**src/hdl/rtsp_pkg.sv**
```systemverilog
`default_nettype none

package rtsp_pkg;

  // ********************************************************
  // Timing
  // ********************************************************
  localparam int unsigned RTSP_CLK_PERIOD_NS = 100;
  localparam int unsigned RTSP_SAMPLE_DELAY_NS = 1500;
  // Least time, so round up; never below one cycle
  localparam int unsigned RTSP_SAMPLE_DELAY_RAW =
    (RTSP_SAMPLE_DELAY_NS + RTSP_CLK_PERIOD_NS - 1) / RTSP_CLK_PERIOD_NS;
  localparam int unsigned RTSP_SAMPLE_DELAY_CYC =
    (RTSP_SAMPLE_DELAY_RAW < 1) ? 1 : RTSP_SAMPLE_DELAY_RAW;
  localparam int unsigned RTSP_TMR_W = 8;

  // ********************************************************
  // Test pins
  // ********************************************************
  localparam int unsigned RTSP_NUM_TEST_PINS = 8;
  localparam logic [7:0] RTSP_SEL_RST = 8'h00;
  localparam logic [7:0] RTSP_SEL_NORMAL = 8'h00;
  localparam logic [7:0] RTSP_PAD_OE_OFF = 8'h00;
  localparam logic [7:0] RTSP_PAD_OE_ON = 8'hff;
  localparam logic [7:0] RTSP_PAD_PD_ON = 8'hff;
  localparam logic [7:0] RTSP_PAD_PD_OFF = 8'h00;
  localparam logic [7:0] RTSP_PAD_OUT_RST = 8'h00;

  // ********************************************************
  // Types
  // ********************************************************
  typedef enum logic [1:0] {
    rtsp_st_hold,
    rtsp_st_wait,
    rtsp_st_run
  } rtsp_phase_t;

  typedef struct packed {
    logic [7:0] out;
    logic [7:0] oe;
    logic [7:0] pd;
  } rtsp_pad_t;

  typedef struct packed {
    logic config_start;
    logic config_busy;
    logic sample_done;
    logic outputs_active;
    logic normal_mode;
    logic test_mode;
    logic test_port_fault;
    logic [7:0] test_sel;
  } rtsp_status_t;

  typedef struct packed {
    rtsp_phase_t phase;
    logic por_prev;
    rtsp_pad_t pad;
    rtsp_status_t status;
  } rtsp_state_t;

endpackage : rtsp_pkg

`default_nettype wire

```
**src/hdl/rtsp_cycle_timer.sv**
```systemverilog
`timescale 1ns/1ps
`default_nettype none

module rtsp_cycle_timer
  import rtsp_pkg::*;
#(
  parameter int unsigned W = RTSP_TMR_W,
  parameter int unsigned COUNT = RTSP_SAMPLE_DELAY_CYC
) (
  // Clock and reset
  input wire logic clk,
  input wire logic resetn,
  // Control
  input wire logic start,
  input wire logic abort,
  // Result
  output logic busy,
  output logic done
);

  typedef struct packed {
    logic [W-1:0] cnt;
    logic busy;
    logic done;
  } rtsp_tmr_state_t;

  localparam logic [W-1:0] LOAD = W'(COUNT - 1);

  rtsp_tmr_state_t s_r;
  rtsp_tmr_state_t s_nxt;

  always_comb begin
    s_nxt = s_r;
    s_nxt.done = 1'b0;
    if (abort) begin
      s_nxt.busy = 1'b0;
      s_nxt.cnt = '0;
    end else if (start) begin
      s_nxt.busy = 1'b1;
      s_nxt.cnt = LOAD;
    end else if (s_r.busy) begin
      if (s_r.cnt == '0) begin
        s_nxt.busy = 1'b0;
        s_nxt.done = 1'b1;
      end else begin
        s_nxt.cnt = s_r.cnt - W'(1);
      end
    end
  end

  always_ff @(posedge clk or negedge resetn) begin
    if (!resetn) begin
      s_r <= '0;
    end else begin
      s_r <= s_nxt;
    end
  end

  assign busy = s_r.busy;
  assign done = s_r.done;

endmodule : rtsp_cycle_timer

`default_nettype wire

```
**src/hdl/rtsp_top.sv**
```systemverilog
`timescale 1ns/1ps
`default_nettype none

module rtsp_top
  import rtsp_pkg::*;
(
  // Clock and chip reset
  input wire logic clk,
  input wire logic resetn,
  // Power-on reset from the supervisor
  input wire logic power_on_reset_n,
  // Internal test port reset strap
  input wire logic test_port_reset_n,
  // Test point pads
  input wire logic [7:0] test_point_in,
  output logic [7:0] test_point_out,
  output logic [7:0] test_point_oe,
  output logic [7:0] test_point_pd_en,
  // Test data from the core, shown on the pads in test mode
  input wire logic [7:0] test_data,
  // Status towards the core
  output logic config_start,
  output logic config_busy,
  output logic sample_done,
  output logic outputs_active,
  output logic normal_mode,
  output logic test_mode,
  output logic [7:0] test_sel,
  output logic test_port_fault
);

  // ********************************************************
  // State
  // ********************************************************
  rtsp_state_t s_r;
  rtsp_state_t s_nxt;

  logic tmr_busy;
  logic tmr_done;
  logic por_rise;
  logic por_low;

  // ********************************************************
  // Sampling delay timer
  // ********************************************************
  // Started by the registered start pulse, so the pads are
  // sampled a couple of cycles later than the bare delay;
  // the pin timing is only approximate, this is harmless.
  rtsp_cycle_timer #(
    .W(RTSP_TMR_W),
    .COUNT(RTSP_SAMPLE_DELAY_CYC)
  ) u_sample_timer (
    .clk(clk),
    .resetn(resetn),
    .start(s_r.status.config_start),
    .abort(por_low),
    .busy(tmr_busy),
    .done(tmr_done)
  );

  // ********************************************************
  // Reset edge detection
  // ********************************************************
  // The supervisor releases only once supplies and clocks
  // are stable, so no qualification beyond the edge.
  assign por_rise = power_on_reset_n & ~s_r.por_prev;
  assign por_low = ~power_on_reset_n;

  // ********************************************************
  // Next state
  // ********************************************************
  always_comb begin
    s_nxt = s_r;
    s_nxt.por_prev = power_on_reset_n;
    s_nxt.status.config_start = 1'b0;
    s_nxt.status.sample_done = 1'b0;

    case (s_r.phase)
      rtsp_st_hold: begin
        s_nxt.status.config_busy = 1'b0;
        if (por_rise) begin
          s_nxt.phase = rtsp_st_wait;
          s_nxt.status.config_start = 1'b1;
          s_nxt.status.config_busy = 1'b1;
        end
      end

      rtsp_st_wait: begin
        // Pads still released and pulled down while waiting
        if (tmr_done) begin
          s_nxt.phase = rtsp_st_run;
          s_nxt.status.test_sel = test_point_in;
          s_nxt.status.sample_done = 1'b1;
          s_nxt.status.config_busy = 1'b0;
          // An open pin reads low through its pulldown.
          // A pulled-high pin selects a test mode.
          s_nxt.status.normal_mode = (test_point_in == RTSP_SEL_NORMAL);
          s_nxt.status.test_mode = (test_point_in != RTSP_SEL_NORMAL);
          s_nxt.status.outputs_active = 1'b1;
        end
      end

      rtsp_st_run: begin
        // Selection stays latched until reset is asserted again.
        s_nxt.status.outputs_active = 1'b1;
      end

      default: begin
        s_nxt.phase = rtsp_st_hold;
      end
    endcase

    // ********************************************************
    // Pad control
    // ********************************************************
    // Drive only once the pattern is latched, otherwise the
    // sample would see our own levels instead of the straps.
    if (s_nxt.phase == rtsp_st_run) begin
      s_nxt.pad.oe = RTSP_PAD_OE_ON;
      s_nxt.pad.pd = RTSP_PAD_PD_OFF;
      s_nxt.pad.out = s_nxt.status.test_mode ? test_data : RTSP_PAD_OUT_RST;
    end else begin
      s_nxt.pad.oe = RTSP_PAD_OE_OFF;
      s_nxt.pad.pd = RTSP_PAD_PD_ON;
      s_nxt.pad.out = RTSP_PAD_OUT_RST;
    end

    // ********************************************************
    // Test port reset supervision
    // ********************************************************
    // Only flagged: a high strap is a board fault the core
    // should report, the device cannot correct it.
    s_nxt.status.test_port_fault = (s_nxt.phase != rtsp_st_hold) & test_port_reset_n;

    // ********************************************************
    // Power-on reset asserted: everything back to rest
    // ********************************************************
    if (por_low) begin
      s_nxt.phase = rtsp_st_hold;
      s_nxt.pad.oe = RTSP_PAD_OE_OFF;
      s_nxt.pad.pd = RTSP_PAD_PD_ON;
      s_nxt.pad.out = RTSP_PAD_OUT_RST;
      s_nxt.status.config_start = 1'b0;
      s_nxt.status.config_busy = 1'b0;
      s_nxt.status.sample_done = 1'b0;
      s_nxt.status.outputs_active = 1'b0;
      s_nxt.status.normal_mode = 1'b0;
      s_nxt.status.test_mode = 1'b0;
      s_nxt.status.test_port_fault = 1'b0;
      s_nxt.status.test_sel = RTSP_SEL_RST;
    end
  end

  // ********************************************************
  // State register
  // ********************************************************
  always_ff @(posedge clk or negedge resetn) begin
    if (!resetn) begin
      s_r.phase <= rtsp_st_hold;
      s_r.por_prev <= 1'b0;
      s_r.pad.out <= RTSP_PAD_OUT_RST;
      s_r.pad.oe <= RTSP_PAD_OE_OFF;
      s_r.pad.pd <= RTSP_PAD_PD_ON;
      s_r.status <= '0;
    end else begin
      s_r <= s_nxt;
    end
  end

  // ********************************************************
  // Outputs
  // ********************************************************
  assign test_point_out = s_r.pad.out;
  assign test_point_oe = s_r.pad.oe;
  assign test_point_pd_en = s_r.pad.pd;
  assign config_start = s_r.status.config_start;
  assign config_busy = s_r.status.config_busy;
  assign sample_done = s_r.status.sample_done;
  assign outputs_active = s_r.status.outputs_active;
  assign normal_mode = s_r.status.normal_mode;
  assign test_mode = s_r.status.test_mode;
  assign test_sel = s_r.status.test_sel;
  assign test_port_fault = s_r.status.test_port_fault;

endmodule : rtsp_top

`default_nettype wire

```
**config.mk**
```make
export PLATFORM = sky130hd
export DESIGN_NAME = rtsp_top
export DESIGN_NICKNAME = d
export VERILOG_FILES = /design/src/hdl/rtsp_pkg.sv /design/src/hdl/rtsp_cycle_timer.sv /design/src/hdl/rtsp_top.sv
export SDC_FILE = /design/constraint.sdc
export NUM_CORES = 1
export LEC_CHECK = 0
export BUFFER_PORTS_ARGS = -buffer_cell sky130_fd_sc_hd__buf_2
export CORE_ASPECT_RATIO = 1.4
export CORE_MARGIN = 2
export CORE_UTILIZATION = 45
export DETAILED_ROUTE_END_ITERATION = 8
export PLACE_DENSITY = 0.75
export SYNTH_ARGS = -nofsm -noshare
export SYNTH_HDL_FRONTEND = slang
export SYNTH_SLANG_ARGS = --single-unit
```
**constraint.sdc**
```tcl
create_clock -name clk -period 1.68 [get_ports clk]
set_input_delay 0.336 -clock clk [delete_from_list [all_inputs] [get_ports clk]]
set_output_delay 0.336 -clock clk [all_outputs]
set_load 0.005 [all_outputs]
```
==> impl_metrics.yaml, run 1 <==
layout:
  fillers: 341
  n_antenna_cell: 0
  final_cells: 261
  final_util_pct: 54.5
  layout.nets: 239
  stdcell_area_mm2: 0.00214
  area_growth_pct: 16.8
  drive_gt1_share_pct: 39.4
sta:
  maxSlewHeadroom_pct: 68.0
  fin_worst_skew_ns: 0.00308
  fin_crit_sh_pct: 98.1
  final.setup.worst_slack_ns: 0.0318
  fmax_mhz: 607
  slew_violations: 0
  hold_viol_final: 0
  finalSetupViolCount: 0
  rsz0062_at_grt: "yes"
  tns_ns: 0
  tightest_slew_ns: 0.480
  min_period_ns: 1.65
logic_synthesis:
  yosysMostFrequentCell: "dfrtp_1"
  syn_inst: 178
  netlist-cell-type-count: 35
  synth-edff-count: 0
  netlist_area_mm2: 0.00183
  synth.area.top_cells: "dfrtp_1, buf_4, nand2_1"
  yosysWarnings: 0
  yosys_register_bits: 38
  synthesis.nets: 200
  yosys.area.top_type: "dfrtp_1"
  netlist.area_leader.share_pct: 50.6
  syn_avg_cell_area_um2: 10.3
  ys.flop_type: "dfrtp_1"
  synth.top_cells.by_count: "dfrtp_1, buf_4, nand2_1"
  ys_async_sr_fraction_pct: 100
  ys_seq_area_share_pct: 52.1
placement:
  post-place-ws_ns: 0.0195
  io_buffers: 58
  gp_congestion: 0.824
  dpl.cell_count: 253
  placed_area_mm2: 0.00200
  dp_hpwl_um: 2400
route:
  postRouteAntennaNets: 0
  viasPerCell: 5.19
  totalWireLength_um: 3510
  wl_per_cell_um: 13.5
  first_pass_iters: 5
  dr_total_vias: 1354
  drc_errors: 0
  drt_iter0_drc: 35
floorplan:
  die_h_um: 79.4
  num_rows: 27
  start_util_pct: 46.7
  die_w_um: 57.9
  die_area_mm2: 0.00460
  io-pin-count: 59
  core_area_mm2: 0.00392
grt:
  grt_antenna_before_repair: 0
  overflow: 0
  grt_pass1_vias: 1384
  grt_max_degree: 39
  track_usage_pct: 17.0
  grt_pass1_wl_um: 5990
clock_tree:
  cts.clk_slew.worst_paths_ns: 0.07
  post_cts_buffers: 0
  numCtsBuffers: 5
  cts_tree: "yes"
  cts_resized: 0
  clock_latency_ns: 0.29
  cts-root-buf: "clkbuf_8"
  htreeDepth: 2
  numClockSinks: 38
  cts_max_path_buffers: 2
  postCtsHoldBufs: 0
worst_setup_path:
  arrival_ns: 1.87
  rrSetupSlack_ns: 0.03
  r2r_start: "u_sample_timer.s_r[5]"
  reg2reg_to: "u_sample_timer.s_r[9]"
  crit_fanout: 8
  worst_path_max_delay_cell: "or4_4"
  rr_worst_depth: 3
  startpoint_type: "flop"
  worstSetupPathType: "flop to flop"
  path_common_cell: "or4_4"
  crit_required_ns: 1.90
  max_stage_delay_ns: 0.52
  crit_chain: "or4_4, or4_4, a21oi_2"
  end_kind: "flop"
  setup.worst_path.start: "u_sample_timer.s_r[5]"
power:
  power.internal_mw: 1.48
  p_comb_share_pct: 10.8
  pwr-share-seq_pct: 49.8
  pwr-share-clk_pct: 39.4
  power.density_mw_per_mm2: 902
  p_leak_nw: 1.11
  switchingPower_mw: 0.447
  switching_share_pct: 23.2
  peakVddDrop_uv: 644
run:
  drv_cap: 0
outcome:
  outcome: "completed"
worst_hold_path:
  hp-class: "primary input to asynchronous set/reset pin"
## stage by stage
stage	power, mW	hold WS [ns]
finish	1.93	0.0825
global route	2.02	0.113
CTS	1.93	0.0932
detailed placement	1.17	0.411
global placement	1.16	0.411
floorplan	1.07	0.0404
## registers in the layout (all words and copies together) (netlist names)
| register | count |
|---|---|
| test_point_out | 8 |
| test_sel | 8 |
| u_sample_timer.s_r | 8 |
| s_r | 3 |
| config_busy | 1 |
| config_start | 1 |
| normal_mode | 1 |
| outputs_active | 1 |
| sample_done | 1 |
| test_mode | 1 |
| test_point_oe | 1 |
| test_point_pd_en | 1 |
| test_port_fault | 1 |
| u_sample_timer.busy | 1 |
| u_sample_timer.done | 1 |
## worst max-delay path: cells and delay by family (launching register included)
| kind | cells | cell delay, ns |
|---|---|---|
| flops | 1 | 0.45 |
| compound gates | 1 | 0.12 |
| simple gates | 2 | 1.01 |
## worst max-delay path by stage
| stage | endpoint | depth (start not counted) | slack (ns) |
|---|---|---|---|
| after floorplan | u_sample_timer.s_r[3] | 5 | 0.10 |
| after global placement | u_sample_timer.s_r[9] | 3 | 0.07 |
| after detailed placement | u_sample_timer.s_r[9] | 3 | 0.02 |
| after CTS | u_sample_timer.s_r[9] | 3 | 0.02 |
| after global routing | u_sample_timer.s_r[3] | 5 | -0.03 |
| final | u_sample_timer.s_r[9] | 3 | 0.03 |
## area by class of cell
cell class | instances | area [um2] | share of cell area, %
clock buffers | 5 | 68.8 | 3.22
multi-input cells | 96 | 621 | 29.1
inverters | 7 | 26.3 | 1.23
clock inverters | 3 | 40.0 | 1.87
well taps | 43 | 53.8 | 2.52
repair buffers | 69 | 373 | 17.5
flip-flops and latches | 38 | 953 | 44.6
## power by group through the flow
stage               combinational, mW  clock, mW  sequential, mW
floorplan                      0.0965          0           0.974
global placement                0.189          0           0.974
detailed placement              0.192          0           0.974
CTS                             0.193      0.781           0.957
global route                    0.235      0.821           0.963
finish                          0.209      0.759           0.959
## placed cells by master (no fill, tap or decap), types with 2 or more instances in the layout
cell type  instances
a211o_1            2
a21boi_0           3
a21oi_1           14
buf_2             58
buf_4             11
clkbuf_8           5
clkinv_2           2
dfrtp_1           36
inv_1              7
nand2_1           24
nand3b_1           2
nor2_1             2
nor2b_1            6
nor3_1             4
nor4_1             2
nor4b_1            8
o21ai_0            5
or3_1              3
or4_4              2
or4b_4             2
## per-layer routing
metal  track usage [%]  vias to the layer above  routed length [um]
met2              29.1                       35                1810
met3              3.89                        5                 159
met1              19.4                      652                1490
met4              8.60                        0                  50
met5                 0                        -                   0
li1                  -                      662                   -
## logic make-up (layout without fill, tap and decap cells)
kind of cell	count (synthesis)	count (layout)	synth area share, %
AO/OA/AOI/OAI	32	32	10.9
flip-flops	38	38	52.1
buffers and inverters	44	84	15.7
adder cells (fa/ha/maj)	2	2	1.37
AND/OR/NAND/NOR	61	61	19.4
multiplexers	1	1	0.547
Power figures use the tool's default switching activity.
==> run 2: changes to the inputs <==
CTS_CLUSTER_DIAMETER = 80   (was default)
clock period = 1.4 ns   (was 1.68 ns; I/O delays follow)
==> run 2 against run 1 <==
Compared with the run above:
- sequential power is 20% higher
- critical path depth stayed put
- core utilization is 6.6 points higher
- fmax is 2.7% higher
- the flow now finishes with violations (setup timing)
- critical path type unchanged
- critical endpoint unchanged
- die area stayed put
- cell count is 6.9% higher
- setup slack worse by 0.24 ns
- register-to-register slack worse by 0.24 ns
- count of clock-buffer cells in the layout is 2 higher
- final area is 12% higher
- largest cell class unchanged
- hold slack better by 0.14 ns
- clock skew is 0.0028 ns higher
==> impl_metrics.yaml, run 2 (synthesis gave the netlist of run 1 again) <==
outcome:
  outcome: "finished, violations left"
  violations: "setup timing"
sta:
  fmax_mhz: 623
  maxSlewHeadroom_pct: 71.7
  final.setup.worst_slack_ns: -0.205
  tns_ns: -0.960
  fin_worst_skew_ns: 0.00584
  tightest_slew_ns: 0.424
  finalSetupViolCount: 8
  whs_ns: 0.219
  hold_viol_final: 0
  min_period_ns: 1.60
  rsz0062_at_grt: "yes"
  slew_violations: 0
  fin_crit_sh_pct: 115
grt:
  grt_max_degree: 22
  track_usage_pct: 18.2
  overflow: 0
  grt_pass1_vias: 1428
  grt_pass1_wl_um: 6310
  grt_antenna_before_repair: 0
clock_tree:
  cts.clk_slew.worst_paths_ns: 0.07
  cts_max_path_buffers: 2
  numClockSinks: 38
  cts-root-buf: "clkbuf_8"
  numCtsBuffers: 5
  clock_latency_ns: 0.29
  cts_tree: "yes"
  htreeDepth: 2
floorplan:
  die_h_um: 79.4
  io-pin-count: 59
  die_area_mm2: 0.00460
  num_rows: 27
  start_util_pct: 46.7
  die_w_um: 57.9
  core_area_mm2: 0.00392
route:
  wl_per_cell_um: 13.8
  viasPerCell: 5.09
  totalWireLength_um: 3860
  dr_total_vias: 1420
  drt_iter0_drc: 50
  postRouteAntennaNets: 0
  drc_errors: 0
  first_pass_iters: 3
worst_setup_path:
  crit_required_ns: 1.62
  arrival_ns: 1.83
  worstSetupPathType: "flop to flop"
  crit_fanout: 4
  rrSetupSlack_ns: -0.20
  reg2reg_to: "u_sample_timer.s_r[9]"
  end_kind: "flop"
  rr_worst_depth: 3
  r2r_start: "u_sample_timer.s_r[5]"
  startpoint_type: "flop"
layout:
  area_growth_pct: 30.9
  stdcell_area_mm2: 0.00239
  mostFrequentLayoutCell: "buf_2"
  layout_common_cells: "buf_2, dfrtp_1, buf_4, nand2_1, a21oi_1"
  n_antenna_cell: 0
  final_util_pct: 61.1
  drive_gt1_share_pct: 49.6
  layout.nets: 257
  final_cells: 279
power:
  total_power_mw: 2.38
  switching_share_pct: 22.7
  p_leak_nw: 1.22
  power.density_mw_per_mm2: 992
  switchingPower_mw: 0.540
  p_comb_share_pct: 14.1
  peakVddDrop_uv: 892
  pwr-share-seq_pct: 48.3
  power.internal_mw: 1.84
  pwr-share-clk_pct: 37.6
worst_hold_path:
  hp-class: "primary input to flop"
  worstHoldStart: "power_on_reset_n"
  min_to: "s_r[39]"
  hold_depth: 1
placement:
  post-place-ws_ns: -0.226
  gp_congestion: 0.870
  io_buffers: 58
  placed_area_mm2: 0.00213
  dpl.cell_count: 266
  dp_hpwl_um: 2700
run:
  drv_cap: 0
==> run 2: area by class of cell <==
cell class / count / area (um2)
inverters: 7 / 26.3
well taps: 43 / 53.8
clock inverters: 1 / 30.0
repair buffers: 87 / 539
fillers: 320 / 1520
multi-input cells: 96 / 717
flip-flops and latches: 38 / 952
clock buffers: 7 / 76.3
==> run 2: worst max-delay path: stages, from the launching register on <==
cell and delay [ns]:
dfrtp_1 0.41, or4_4 0.53, or4_4 0.49, a21oi_2 0.12
==> run 2: layer usage <==
metal  GRT usage, %  part of all wire (%)  vias up  wire (um)
met1           19.9                    39      685       1490
met3           4.86                   4.1        5        160
met5              0                     0        -          0
met4           6.51                   1.5        0         57
li1               -                     -      699          -
met2           33.2                    56       31       2150
==> run 2: repair_timing <==
item / 4_1_cts / 5_1_grt
setup buffers: 1 / 3
hold endpoints to repair: 16 / 0
pin swaps: 12 / 3
hold buffers: 1 / 0
resized for setup: 13 / 13
setup endpoints to repair: 10 / 16
==> run 2: worst max-delay path by stage <==
stage	to	from	slack, ns
6_report	u_sample_timer.s_r[9]	u_sample_timer.s_r[5]	-0.20
5_1_grt	u_sample_timer.s_r[9]	u_sample_timer.s_r[5]	-0.25
4_1_cts	u_sample_timer.s_r[9]	u_sample_timer.s_r[7]	-0.20
3_5_place_dp	u_sample_timer.s_r[9]	u_sample_timer.s_r[5]	-0.23
3_3_place_gp	u_sample_timer.s_r[9]	u_sample_timer.s_r[5]	-0.18
2_1_floorplan	u_sample_timer.s_r[9]	u_sample_timer.s_r[5]	-0.18
==> run 2: power groups by stage <==
| stage | Sequential (mW) | Clock, mW | Combinational, mW |
|---|---|---|---|
| detailed placement | 1.16 | 0 | 0.276 |
| CTS | 1.14 | 0.918 | 0.311 |
| finish | 1.15 | 0.894 | 0.336 |
| global placement | 1.16 | 0 | 0.273 |
| floorplan | 1.17 | 0 | 0.123 |
| global route | 1.15 | 0.965 | 0.371 |
==> run 3: changes to the inputs <==
RECOVER_POWER = 50   (was default)
==> run 3 against run 2 <==
Compared with the run above:
- the run still ends with setup timing left
- critical path type unchanged
- hold slack improved by 0.0030 ns
- wire length stayed put
- sequential power hardly changed
- count of clock-buffer cells in the layout stayed put
- register-to-register slack is essentially flat
- core utilization shrank 0.89 points
- combinational power decreased by 2%
==> impl_metrics.yaml, run 3 (synthesis gave the netlist of run 1 again) <==
outcome:
  outcome: "finished, violations left"
  violations: "setup timing"
clock_tree:
  htreeDepth: 2
  cts.clk_slew.worst_paths_ns: 0.07
  cts_max_path_buffers: 2
  clock_latency_ns: 0.29
  numClockSinks: 38
  numCtsBuffers: 5
  cts_tree: "yes"
  cts-root-buf: "clkbuf_8"
worst_setup_path:
  crit_chain: "or4_4, or4_4, a21oi_2"
  crit_fanout: 4
  rrSetupSlack_ns: -0.20
  crit_required_ns: 1.62
  max_stage_delay_ns: 0.53
  startpoint_type: "flop"
  worst_path_max_delay_cell: "or4_4"
  path_common_cell: "or4_4"
  end_kind: "flop"
  path_delay_family: "simple AND/OR/NAND/NOR gates"
  worstSetupPathType: "flop to flop"
  arrival_ns: 1.83
  worstPathBufferInverterCount: 0
layout:
  n_antenna_cell: 0
  final_cells: 279
  area_growth_pct: 29.0
  seq_area_um2: 952
  layout.nets: 257
  stdcell_area_mm2: 0.00236
  fillers: 329
  multi_input_area_um2: 717
  final_util_pct: 60.2
  drive_gt1_share_pct: 47.9
  mostFrequentLayoutCell: "buf_2"
  layout_common_cells: "buf_2, dfrtp_1, nand2_1, buf_4, a21oi_1"
floorplan:
  die_h_um: 79.4
  die_w_um: 57.9
  die_area_mm2: 0.00460
  start_util_pct: 46.7
  io-pin-count: 59
  core_area_mm2: 0.00392
  num_rows: 27
route:
  drc_errors: 0
  viasPerCell: 5.10
  postRouteAntennaNets: 0
  drt_iter0_drc: 51
  dr_total_vias: 1423
  wl_per_cell_um: 13.8
  totalWireLength_um: 3860
  first_pass_iters: 4
power:
  power.density_mw_per_mm2: 1000
  pwr-share-seq_pct: 48.4
  total_power_mw: 2.37
  switchingPower_mw: 0.539
  switching_share_pct: 22.8
  power.internal_mw: 1.83
  p_comb_share_pct: 13.9
  peakVddDrop_uv: 894
  p_leak_nw: 1.19
  pwr-share-clk_pct: 37.7
sta:
  tns_ns: -0.957
  hold_viol_final: 0
  tightest_slew_ns: 0.439
  final.setup.worst_slack_ns: -0.204
  fin_crit_sh_pct: 115
  whs_ns: 0.222
  fin_worst_skew_ns: 0.00642
  rsz0062_at_grt: "yes"
  finalSetupViolCount: 8
  maxSlewHeadroom_pct: 70.7
  fmax_mhz: 623
  slew_violations: 0
  min_period_ns: 1.60
grt:
  grt_pass1_wl_um: 6310
  met3_usage_pct: 4.86
  use_met2_pct: 33.2
  grt_antenna_before_repair: 0
  use_met1_pct: 19.9
  grt_max_degree: 22
  grt-busiest-layer: "met2"
  track_usage_pct: 18.2
  grt_pass1_vias: 1428
  overflow: 0
placement:
  dp_hpwl_um: 2700
  io_buffers: 58
  post-place-ws_ns: -0.226
  dpl.cell_count: 266
  gp_congestion: 0.870
  placed_area_mm2: 0.00213
worst_hold_path:
  hp-class: "primary input to flop"
run:
  drv_cap: 0
[run 3: final cells by class]
type	count	share of cell area (%)
clock buffers	7	3.23
clock inverters	1	1.27
inverters	7	1.11
multi-input cells	96	30.4
flip-flops and latches	38	40.3
well taps	43	2.28
repair buffers	87	21.4
[run 3: path summary, 6_finish.rpt]
path / start / to / cells after the start
setup reg to reg: u_sample_timer.s_r[5] / u_sample_timer.s_r[9] / 3
max in group asynchronous: resetn / u_sample_timer.s_r[6] / 3
setup / recovery: u_sample_timer.s_r[5] / u_sample_timer.s_r[9] / 3
min in group asynchronous: resetn / test_point_out[2] / 2
hold / removal: power_on_reset_n / s_r[39] / 1
hold reg to reg: s_r[39] / config_start / 1
[run 3: power by group through the flow]
stage          combinational [mW]  sequential (mW)  clock (mW)
4_1_cts                     0.311             1.14       0.918
6_report                    0.330             1.15       0.894
3_3_place_gp                0.273             1.16           0
5_1_grt                     0.365             1.15       0.965
2_1_floorplan               0.123             1.17           0
3_5_place_dp                0.276             1.16           0
[run 3: layer usage]
layer | share of wire [%] | wire (um)
met1 | 38 | 1470
met2 | 56 | 2160
met5 | 0 | 0
met4 | 1.5 | 57
met3 | 4.3 | 166
[run 3: repair_timing]
item,4_1_cts,5_1_grt
hold buffers,1,0
resized for setup,13,13
endpoints found under the setup margin,10,16
buffers inserted,1,3
hold endpoints to repair,16,0
pin swaps,12,3
